File: src/core_flags_pkg.sv
// Package: register map, field layout, op codes and helpers for the flag
// datapath and the dual data pointer.
// Assumes one 100 MHz core clock and register access over 32-bit APB.
`default_nettype none
package core_flags_pkg;
    // register indices; the byte address is four times the index
    localparam logic [7:0]  ACC_IDX         = 8'h00;
    localparam logic [7:0]  B_IDX           = 8'h01;
    localparam logic [7:0]  FLAGS_IDX       = 8'h02;
    localparam logic [7:0]  CMD_IDX         = 8'h03;
    localparam logic [7:0]  PTR_LO_IDX      = 8'h04;
    localparam logic [7:0]  PTR_HI_IDX      = 8'h05;
    localparam logic [7:0]  CMP_SRC_IDX     = 8'h06;
    localparam logic [7:0]  STATUS_IDX      = 8'h07;
    localparam logic [7:0]  PTR_CTRL_IDX    = 8'hA7;
    localparam logic [11:0] ACC_ADDR        = {2'b00, ACC_IDX, 2'b00};
    localparam logic [11:0] B_ADDR          = {2'b00, B_IDX, 2'b00};
    localparam logic [11:0] FLAGS_ADDR      = {2'b00, FLAGS_IDX, 2'b00};
    localparam logic [11:0] CMD_ADDR        = {2'b00, CMD_IDX, 2'b00};
    localparam logic [11:0] PTR_LO_ADDR     = {2'b00, PTR_LO_IDX, 2'b00};
    localparam logic [11:0] PTR_HI_ADDR     = {2'b00, PTR_HI_IDX, 2'b00};
    localparam logic [11:0] CMP_SRC_ADDR    = {2'b00, CMP_SRC_IDX, 2'b00};
    localparam logic [11:0] STATUS_ADDR     = {2'b00, STATUS_IDX, 2'b00};
    localparam logic [11:0] PTR_CTRL_ADDR   = {2'b00, PTR_CTRL_IDX, 2'b00};
    // pointer_control layout; bits 7 and 1 are not implemented
    localparam int          AUTO_TOGGLE_BIT = 6;
    localparam int          SHADOW_MODE_LSB = 4;
    localparam int          MAIN_MODE_LSB   = 2;
    localparam int          SELECT_BIT      = 0;
    localparam logic [7:0]  PTR_CTRL_MASK   = 8'h7D;
    localparam logic [7:0]  PTR_CTRL_RESET  = 8'h00;
    localparam logic [15:0] PTR_RESET       = 16'h0000;
    // flag and status register layout
    localparam int          CARRY_BIT       = 7;
    localparam int          AUX_CARRY_BIT   = 6;
    localparam int          OVERFLOW_BIT    = 2;
    localparam int          STAT_TAKEN_BIT  = 0;
    localparam int          STAT_SELECT_BIT = 1;
    localparam logic [7:0]  REG_RESET       = 8'h00;
    // arithmetic constants
    localparam logic [15:0] MUL_BYTE_MAX    = 16'h00FF;
    localparam logic [3:0]  BCD_DIGIT_MAX   = 4'h9;
    localparam logic [8:0]  DA_LOW_ADJ      = 9'h006;
    localparam logic [8:0]  DA_HIGH_ADJ     = 9'h060;
    localparam logic [8:0]  DA_CARRY_LIMIT  = 9'h099;
    localparam logic [3:0]  OP_COUNT        = 4'hB;

    typedef enum logic [3:0] {
        OP_NONE,
        OP_MUL,
        OP_DIV,
        OP_DA,
        OP_RRC,
        OP_RLC,
        OP_CMP_JUMP,
        OP_CODE_MOVE_PTR,
        OP_EXT_MOVE_PTR,
        OP_CODE_MOVE_OTHER,
        OP_EXT_MOVE_OTHER
    } op_e;

    typedef enum logic [1:0] {
        MODE_NONE,
        MODE_INC,
        MODE_DEC,
        MODE_TOGGLE
    } ptr_mode_e;

    typedef struct packed {
        logic [7:0] acc;
        logic [7:0] b;
        logic       carry;
        logic       overflow;
        logic       taken;
    } alu_res_s;

    function automatic logic [15:0] ptr_next(input logic [15:0] ptr, input ptr_mode_e mode);
        logic [15:0] r;
        r = ptr;
        case (mode)
            MODE_INC:    r = ptr + 16'h0001;
            MODE_DEC:    r = ptr - 16'h0001;
            MODE_TOGGLE: r = {ptr[15:1], ~ptr[0]};
            default:     r = ptr;
        endcase
        return r;
    endfunction
endpackage
`default_nettype wire

File: src/core_flags_and_dual_pointer.sv
// Top: flag datapath and dual data pointer behind an APB slave.
// Assumes a 100 MHz CORE_CLK, synchronous active-low RESETN and a
// well-behaved APB master; every access is answered in one access cycle.
`timescale 1ns/100ps
`default_nettype none
module core_flags_and_dual_pointer
    import core_flags_pkg::*;
(
    input  wire logic        CORE_CLK,
    input  wire logic        RESETN,
    input  wire logic        PSEL,
    input  wire logic        PENABLE,
    input  wire logic        PWRITE,
    input  wire logic [11:0] PADDR,
    input  wire logic [31:0] PWDATA,
    output logic      [31:0] PRDATA,
    output logic             PREADY,
    output logic             PSLVERR,
    output logic             BRANCH_TAKEN
);
    logic [7:0]  acc;
    logic [7:0]  next_acc;
    logic [7:0]  b_reg;
    logic [7:0]  next_b_reg;
    logic [7:0]  cmp_src;
    logic [7:0]  next_cmp_src;
    logic [7:0]  ptr_ctrl;
    logic [7:0]  next_ptr_ctrl;
    logic        carry;
    logic        next_carry;
    logic        aux_carry;
    logic        next_aux_carry;
    logic        overflow;
    logic        next_overflow;
    logic        branch_taken;
    logic        next_branch_taken;
    op_e         last_op;
    op_e         next_last_op;
    logic        ready;
    logic        next_ready;
    logic        slverr;
    logic        next_slverr;
    logic [31:0] rdata;
    logic [31:0] next_rdata;
    logic        setup;
    logic        wr_now;
    logic        mapped;
    logic [7:0]  rd_val;
    op_e         op_in;
    logic        op_ok;
    logic        exec;
    logic        is_move;
    logic        ptr_move;
    logic        sel;
    logic [15:0] main_ptr;
    logic [15:0] shadow_ptr;
    logic [15:0] active_ptr;
    alu_res_s    alu_res;

    // the command decode is shared by the bus check and the execute path
    function automatic logic cmd_valid(input logic [3:0] code);
        return (code != 4'h0) && (code < OP_COUNT);
    endfunction

    assign sel = ptr_ctrl[SELECT_BIT];
    assign active_ptr = sel ? shadow_ptr : main_ptr;
    assign op_in = op_e'(PWDATA[3:0]);
    assign op_ok = cmd_valid(PWDATA[3:0]);
    assign setup = PSEL && !PENABLE;
    // slverr is decided in setup, so a refused write never lands
    assign wr_now = PSEL && PENABLE && ready && PWRITE && !slverr;
    assign exec = wr_now && (PADDR == CMD_ADDR) && op_ok;
    assign is_move = (op_in == OP_CODE_MOVE_PTR) || (op_in == OP_EXT_MOVE_PTR) ||
                     (op_in == OP_CODE_MOVE_OTHER) || (op_in == OP_EXT_MOVE_OTHER);
    assign ptr_move = (op_in == OP_CODE_MOVE_PTR) || (op_in == OP_EXT_MOVE_PTR);

    flag_alu u_alu (
        .op        (op_in),
        .acc       (acc),
        .b         (b_reg),
        .cmp_src   (cmp_src),
        .carry     (carry),
        .aux_carry (aux_carry),
        .overflow  (overflow),
        .res       (alu_res)
    );

    dual_pointer_bank u_ptrs (
        .clk         (CORE_CLK),
        .resetn      (RESETN),
        .sel         (sel),
        .wr_lo       (wr_now && (PADDR == PTR_LO_ADDR)),
        .wr_hi       (wr_now && (PADDR == PTR_HI_ADDR)),
        .wdata       (PWDATA[7:0]),
        .step        (exec && ptr_move),
        .main_mode   (ptr_mode_e'(ptr_ctrl[MAIN_MODE_LSB +: 2])),
        .shadow_mode (ptr_mode_e'(ptr_ctrl[SHADOW_MODE_LSB +: 2])),
        .main_ptr    (main_ptr),
        .shadow_ptr  (shadow_ptr)
    );

    // read mux and address decode
    always_comb
    begin
        rd_val = 8'h00;
        mapped = 1'b1;
        if (PADDR == ACC_ADDR)
            rd_val = acc;
        else if (PADDR == B_ADDR)
            rd_val = b_reg;
        else if (PADDR == FLAGS_ADDR)
        begin
            rd_val[CARRY_BIT] = carry;
            rd_val[AUX_CARRY_BIT] = aux_carry;
            rd_val[OVERFLOW_BIT] = overflow;
        end
        else if (PADDR == CMD_ADDR)
        begin
            rd_val = {4'h0, last_op};
            mapped = !PWRITE || cmd_valid(PWDATA[3:0]);
        end
        else if (PADDR == PTR_LO_ADDR)
            rd_val = active_ptr[7:0];
        else if (PADDR == PTR_HI_ADDR)
            rd_val = active_ptr[15:8];
        else if (PADDR == CMP_SRC_ADDR)
            rd_val = cmp_src;
        else if (PADDR == STATUS_ADDR)
        begin
            rd_val[STAT_TAKEN_BIT] = branch_taken;
            rd_val[STAT_SELECT_BIT] = sel;
        end
        else if (PADDR == PTR_CTRL_ADDR)
            rd_val = ptr_ctrl;
        else
            mapped = 1'b0;
    end

    // bus answer: pready rises for exactly the first access cycle
    always_comb
    begin
        next_ready = setup;
        next_slverr = setup && !mapped;
        next_rdata = 32'h0000_0000;
        if (setup && mapped && !PWRITE)
            next_rdata = {24'h00_0000, rd_val};
    end

    always_ff @(posedge CORE_CLK)
    begin
        if (!RESETN)
        begin
            ready <= 1'b0;
            slverr <= 1'b0;
            rdata <= 32'h0000_0000;
        end
        else
        begin
            ready <= next_ready;
            slverr <= next_slverr;
            rdata <= next_rdata;
        end
    end

    // register file and execute
    always_comb
    begin
        next_acc = acc;
        next_b_reg = b_reg;
        next_cmp_src = cmp_src;
        next_ptr_ctrl = ptr_ctrl;
        next_carry = carry;
        next_aux_carry = aux_carry;
        next_overflow = overflow;
        next_branch_taken = branch_taken;
        next_last_op = last_op;
        if (exec)
        begin
            next_last_op = op_in;
            next_acc = alu_res.acc;
            next_b_reg = alu_res.b;
            next_carry = alu_res.carry;
            next_overflow = alu_res.overflow;
            if (op_in == OP_CMP_JUMP)
                next_branch_taken = alu_res.taken;
            // the bank steps the pointer that sel names now; sel flips after
            if (is_move && ptr_ctrl[AUTO_TOGGLE_BIT])
                next_ptr_ctrl[SELECT_BIT] = ~ptr_ctrl[SELECT_BIT];
        end
        else if (wr_now)
        begin
            if (PADDR == ACC_ADDR)
                next_acc = PWDATA[7:0];
            else if (PADDR == B_ADDR)
                next_b_reg = PWDATA[7:0];
            else if (PADDR == CMP_SRC_ADDR)
                next_cmp_src = PWDATA[7:0];
            else if (PADDR == FLAGS_ADDR)
            begin
                next_carry = PWDATA[CARRY_BIT];
                next_aux_carry = PWDATA[AUX_CARRY_BIT];
                next_overflow = PWDATA[OVERFLOW_BIT];
            end
            else if (PADDR == PTR_CTRL_ADDR)
                next_ptr_ctrl = PWDATA[7:0] & PTR_CTRL_MASK;
        end
    end

    always_ff @(posedge CORE_CLK)
    begin
        if (!RESETN)
        begin
            acc <= REG_RESET;
            b_reg <= REG_RESET;
            cmp_src <= REG_RESET;
            ptr_ctrl <= PTR_CTRL_RESET;
            carry <= 1'b0;
            aux_carry <= 1'b0;
            overflow <= 1'b0;
            branch_taken <= 1'b0;
            last_op <= OP_NONE;
        end
        else
        begin
            acc <= next_acc;
            b_reg <= next_b_reg;
            cmp_src <= next_cmp_src;
            ptr_ctrl <= next_ptr_ctrl;
            carry <= next_carry;
            aux_carry <= next_aux_carry;
            overflow <= next_overflow;
            branch_taken <= next_branch_taken;
            last_op <= next_last_op;
        end
    end

    assign PRDATA = rdata;
    assign PREADY = ready;
    assign PSLVERR = slverr;
    assign BRANCH_TAKEN = branch_taken;
endmodule
`default_nettype wire

File: src/flag_alu.sv
// Combinational result and flag logic for the multiply, divide, decimal
// adjust, rotate and compare operations.
// Assumes the caller registers the result on its execute pulse.
`timescale 1ns/100ps
`default_nettype none
module flag_alu
    import core_flags_pkg::*;
(
    input  wire op_e        op,
    input  wire logic [7:0] acc,
    input  wire logic [7:0] b,
    input  wire logic [7:0] cmp_src,
    input  wire logic       carry,
    input  wire logic       aux_carry,
    input  wire logic       overflow,
    output alu_res_s        res
);
    always_comb
    begin
        logic [15:0] prod;
        logic [8:0]  da;
        logic        low_fix;
        prod = {8'h00, acc} * {8'h00, b};
        da = {1'b0, acc};
        low_fix = aux_carry || (acc[3:0] > BCD_DIGIT_MAX);
        res = '{acc: acc, b: b, carry: carry, overflow: overflow, taken: 1'b0};
        case (op)
            OP_MUL:
            begin
                res.acc = prod[7:0];
                res.b = prod[15:8];
                res.carry = 1'b0;
                res.overflow = prod > MUL_BYTE_MAX;
            end
            OP_DIV:
            begin
                res.carry = 1'b0;
                res.overflow = (b == 8'h00);
                // zero divisor leaves acc and b as they were
                if (b != 8'h00)
                begin
                    res.acc = acc / b;
                    res.b = acc % b;
                end
            end
            OP_DA:
            begin
                if (low_fix)
                    da = da + DA_LOW_ADJ;
                if (carry || low_fix)
                    da = da + DA_HIGH_ADJ;
                res.acc = da[7:0];
                res.carry = da > DA_CARRY_LIMIT;
            end
            OP_RRC:
            begin
                res.acc = {carry, acc[7:1]};
                res.carry = acc[0];
            end
            OP_RLC:
            begin
                res.acc = {acc[6:0], carry};
                res.carry = acc[7];
            end
            OP_CMP_JUMP:
            begin
                res.taken = (acc != cmp_src);
                res.carry = cmp_src > acc;
            end
            default:
            begin
                res.taken = 1'b0;
            end
        endcase
    end
endmodule
`default_nettype wire

File: src/dual_pointer_bank.sv
// Main and shadow 16-bit data pointers with byte writes to the active one
// and a per-pointer post-step on a qualifying move.
// Assumes step and byte writes never arrive in the same cycle.
`timescale 1ns/100ps
`default_nettype none
module dual_pointer_bank
    import core_flags_pkg::*;
(
    input  wire logic        clk,
    input  wire logic        resetn,
    input  wire logic        sel,
    input  wire logic        wr_lo,
    input  wire logic        wr_hi,
    input  wire logic [7:0]  wdata,
    input  wire logic        step,
    input  wire ptr_mode_e   main_mode,
    input  wire ptr_mode_e   shadow_mode,
    output logic      [15:0] main_ptr,
    output logic      [15:0] shadow_ptr
);
    logic [15:0] next_main_ptr;
    logic [15:0] next_shadow_ptr;

    always_comb
    begin
        next_main_ptr = main_ptr;
        next_shadow_ptr = shadow_ptr;
        // only the active pointer is touched, by a write or by a step
        if (!sel)
        begin
            if (wr_lo)
                next_main_ptr[7:0] = wdata;
            else if (wr_hi)
                next_main_ptr[15:8] = wdata;
            else if (step)
                next_main_ptr = ptr_next(main_ptr, main_mode);
        end
        else
        begin
            if (wr_lo)
                next_shadow_ptr[7:0] = wdata;
            else if (wr_hi)
                next_shadow_ptr[15:8] = wdata;
            else if (step)
                next_shadow_ptr = ptr_next(shadow_ptr, shadow_mode);
        end
    end

    always_ff @(posedge clk)
    begin
        if (!resetn)
        begin
            main_ptr <= PTR_RESET;
            shadow_ptr <= PTR_RESET;
        end
        else
        begin
            main_ptr <= next_main_ptr;
            shadow_ptr <= next_shadow_ptr;
        end
    end
endmodule
`default_nettype wire

File: config.mk
export PLATFORM = sky130hd
export DESIGN_NAME = core_flags_and_dual_pointer
export DESIGN_NICKNAME = d
export VERILOG_FILES = /design/src/core_flags_pkg.sv /design/src/core_flags_and_dual_pointer.sv /design/src/flag_alu.sv /design/src/dual_pointer_bank.sv
export SDC_FILE = /design/constraint.sdc
export NUM_CORES = 1
export LEC_CHECK = 0
export ABC_AREA = 1
export BUFFER_PORTS_ARGS = -buffer_cell sky130_fd_sc_hd__clkbuf_2
export CAP_MARGIN = 30
export CORE_AREA = 3 3 194 120
export DETAILED_ROUTE_END_ITERATION = 6
export DIE_AREA = 0 0 197 123
export HOLD_SLACK_MARGIN = 0.08
export PLACE_DENSITY = 0.7
export RECOVER_POWER = 100
export SETUP_SLACK_MARGIN = 0.02
export SYNTH_ARGS = -nofsm -noshare
export SYNTH_HDL_FRONTEND = slang
export SYNTH_SLANG_ARGS = --single-unit
File: constraint.sdc
create_clock -name CORE_CLK -period 9.27 [get_ports CORE_CLK]
set_clock_uncertainty 0.05 [all_clocks]
set_input_delay 1.3905 -clock CORE_CLK [delete_from_list [all_inputs] [get_ports CORE_CLK]]
set_output_delay 1.3905 -clock CORE_CLK [all_outputs]
set_load 0.05 [all_outputs]
==> flow_summary.toml <==
[cells_and_area]
final_cells = 2038
layout-drive-gt1-share = 0.145
fin_area_um2 = 12300
register_area_um2 = 1600
multi_input_area_um2 = 8320
diodes = 0
top_regs = "u_ptrs.main_ptr: 16 flops, u_ptrs.shadow_ptr: 16 flops"
nFillCells = 2171
nets = 1955
syn2layout_area_growth_pct = 14.3

[die]
fp.dieW_um = 197
start_util = 0.496
core_area_um2 = 21800
rows = 42
io_pins = 84
dieArea_um2 = 24200
dieHeight_um = 123

[sta]
drv_slew = 61
worstMarginPinSlew_ps = 2490
fmax_ghz = 0.112
finalSetupViolCount = 0
tns_ps = 0
hold_viol = 0
min_period_over_period = 0.963
timing.slew.headroom = -0.659
period_minus_slack_ps = 8930

[placed_design]
dpl-instance-area_um2 = 11400
port_buffers = 35
dp_cells = 2003
dp_hpwl_mm = 29.1
gp_congestion = 0.983

[critical_path]
cp_slowest_cell = "dfxtp_2"
critical_path_class = "flop to flop"
cp_max_fo = 8
arrival_ps = 9150
cp.required_ps = 9490
crit_path_end_kind = "flop"
crit_top_cell = "nand2_1"
startpoint_type = "flop"
cpPeakStageDelay_ps = 430

[logic_synthesis]
ys.flop_type = "dfxtp_1"
syn_area_um2 = 10800
yosysWarnings = 0
synth.distinct_cells = 55
synth_top_area_frac = 0.149
async_reset_ff_frac = 0
yosysMostFrequentCell = "nand2_1"
syn_inst = 1672
syn_avg_cell_area_um2 = 6.45
synth_top_area_cell = "dfxtp_1"
ys_top_cells_by_area = "dfxtp_1, ha_1, nand2_1"
yosysSeqAreaShare = 0.149
synth_edf_count = 0
ys_top_cells_by_count = "nand2_1, inv_1, nor2_1, a21oi_1, ha_1"
ys_ff_latch = 80

[clock_tree]
tritoncts = "built"
postCtsHoldBufs = 0
cts.root.buffer_cell = "clkbuf_16"
clock_path_buffers = 2
clk_latency_ps = 350
cts_made_buffers = 9
cts_sinks = 80
path_clk_slew_ps = 70
htreeDepth = 3

[routing]
drt_iter0_drc = 1398
wl_mm = 36.9
via_count = 11916
drc = 7
drt_first_pass_iters = 7
via_per_inst = 5.85
wl_per_cell_um = 18.1
ant_nets = 0

[status]
violations = "DRC, capacitance limit, slew limit"
status = "finished, violations left"

[grt]
globalRouteTotalUtil = 0.291
antenna_found_initial = 0
grt_overflow_total = 0
grt_pass1_wl_mm = 55.7
grt_start_max_net_pins = 61
grt_pass1_vias = 10246

[run]
drv_cap = 1

[power]
combinationalPowerShare = 0.094
power_density_nw_per_um2 = 63.7
irDropWorstVdd_uv = 82.8
switching_share = 0.293
p_leak_uw = 0.00634
p_sw_uw = 230
seq_power_share = 0.438
power.share.clock = 0.468
p_int_uw = 555

[worst_hold_path]
hold_path_class = "flop to flop"
cells in the final DEF, fill, tap and decap left out, types with 18 or more instances in the layout:
cell      netlist  routed
a211oi_1       18      18
a21oi_1       135     125
a31oi_1        22      22
buf_4          25      71
clkbuf_2        0      24
conb_1          1      24
dfxtp_1        80      78
fa_1           39      39
ha_1          120     103
inv_1         248     243
nand2_1       353     332
nand2_2        10      29
nand3_1        89      86
nor2_1        137     137
nor3_1         29      24
o21ai_0       105      94
o21ai_1        21      21
xor2_1         33      33
worst max-delay path: cells and delay by family (launching register included):
kind / cells / cell delay, ps
compound gates: 12 / 1710
xor+xnor: 3 / 450
fa+ha+maj: 7 / 2000
buf+inv: 5 / 400
flops: 1 / 430
simple gates: 40 / 3750
metrics by stage:
step / utilization / power (uW) / worst slack, ps / hold WS (ps)
2_1_floorplan: - / 409 / 63.0 / 388
3_3_place_gp: 0.526 / 420 / -130 / 398
3_5_place_dp: 0.526 / 421 / -324 / 409
4_1_cts: 0.542 / 778 / 28.0 / 418
5_1_grt: 0.566 / 794 / -170 / 447
6_report: 0.566 / 785 / 338 / 417
area by class of cell:
cell class | instances | share of cell area
Clock buffer | 10 | 0.0194
Clock inverter | 6 | 0.00447
Inverter | 265 | 0.0816
Multi-Input combinational cell | 1280 | 0.676
Sequential cell | 80 | 0.130
Tap cell | 286 | 0.0290
Timing Repair Buffer | 111 | 0.0597
kinds of logic (layout without fill, tap and decap cells):
| logic type | Yosys count | after routing | share of synthesized area |
|---|---|---|---|
| other cells | 1 | 24 | 0.000348 |
| compound gates | 375 | 375 | 0.204 |
| buf+inv | 335 | 392 | 0.128 |
| simple gates | 679 | 679 | 0.273 |
| fa+ha+maj | 159 | 159 | 0.212 |
| xor+xnor | 43 | 43 | 0.0349 |
| flops | 80 | 80 | 0.149 |
worst paths after layout:
check	slack, ps	from	endpoint	cells past startpoint
worst max-delay path	340	b_reg[6]$_SDFFE_PN0P_	b_reg[5]$_SDFFE_PN0P_	67
worst min-delay path	420	last_op[0]$_SDFFE_PN0P_	last_op[0]$_SDFFE_PN0P_	2
worst max register to register	340	b_reg[6]$_SDFFE_PN0P_	b_reg[5]$_SDFFE_PN0P_	67
worst min register to register	420	last_op[0]$_SDFFE_PN0P_	last_op[0]$_SDFFE_PN0P_	2
power groups by stage:
stage	sequential [uW]	combinational [uW]	clock, uW
6_report	344	73.6	367
5_1_grt	344	76.6	374
4_1_cts	344	69.4	364
3_5_place_dp	352	68.9	0
3_3_place_gp	352	68.5	0
2_1_floorplan	353	55.6	0
what timing repair did:
item,4_1_cts,5_1_grt
gates resized for setup,14,105
pin swaps,0,34
buffers inserted,1,18
endpoints found under the setup margin,9,9
per-layer routing:
layer | share of wire | GRT usage
met5 | 0.00095 | 0.0288
met4 | 0.0099 | 0.0400
met3 | 0.15 | 0.0975
met2 | 0.36 | 0.367
met1 | 0.48 | 0.467
No activity file was read; power rests on OpenSTA's default activity.
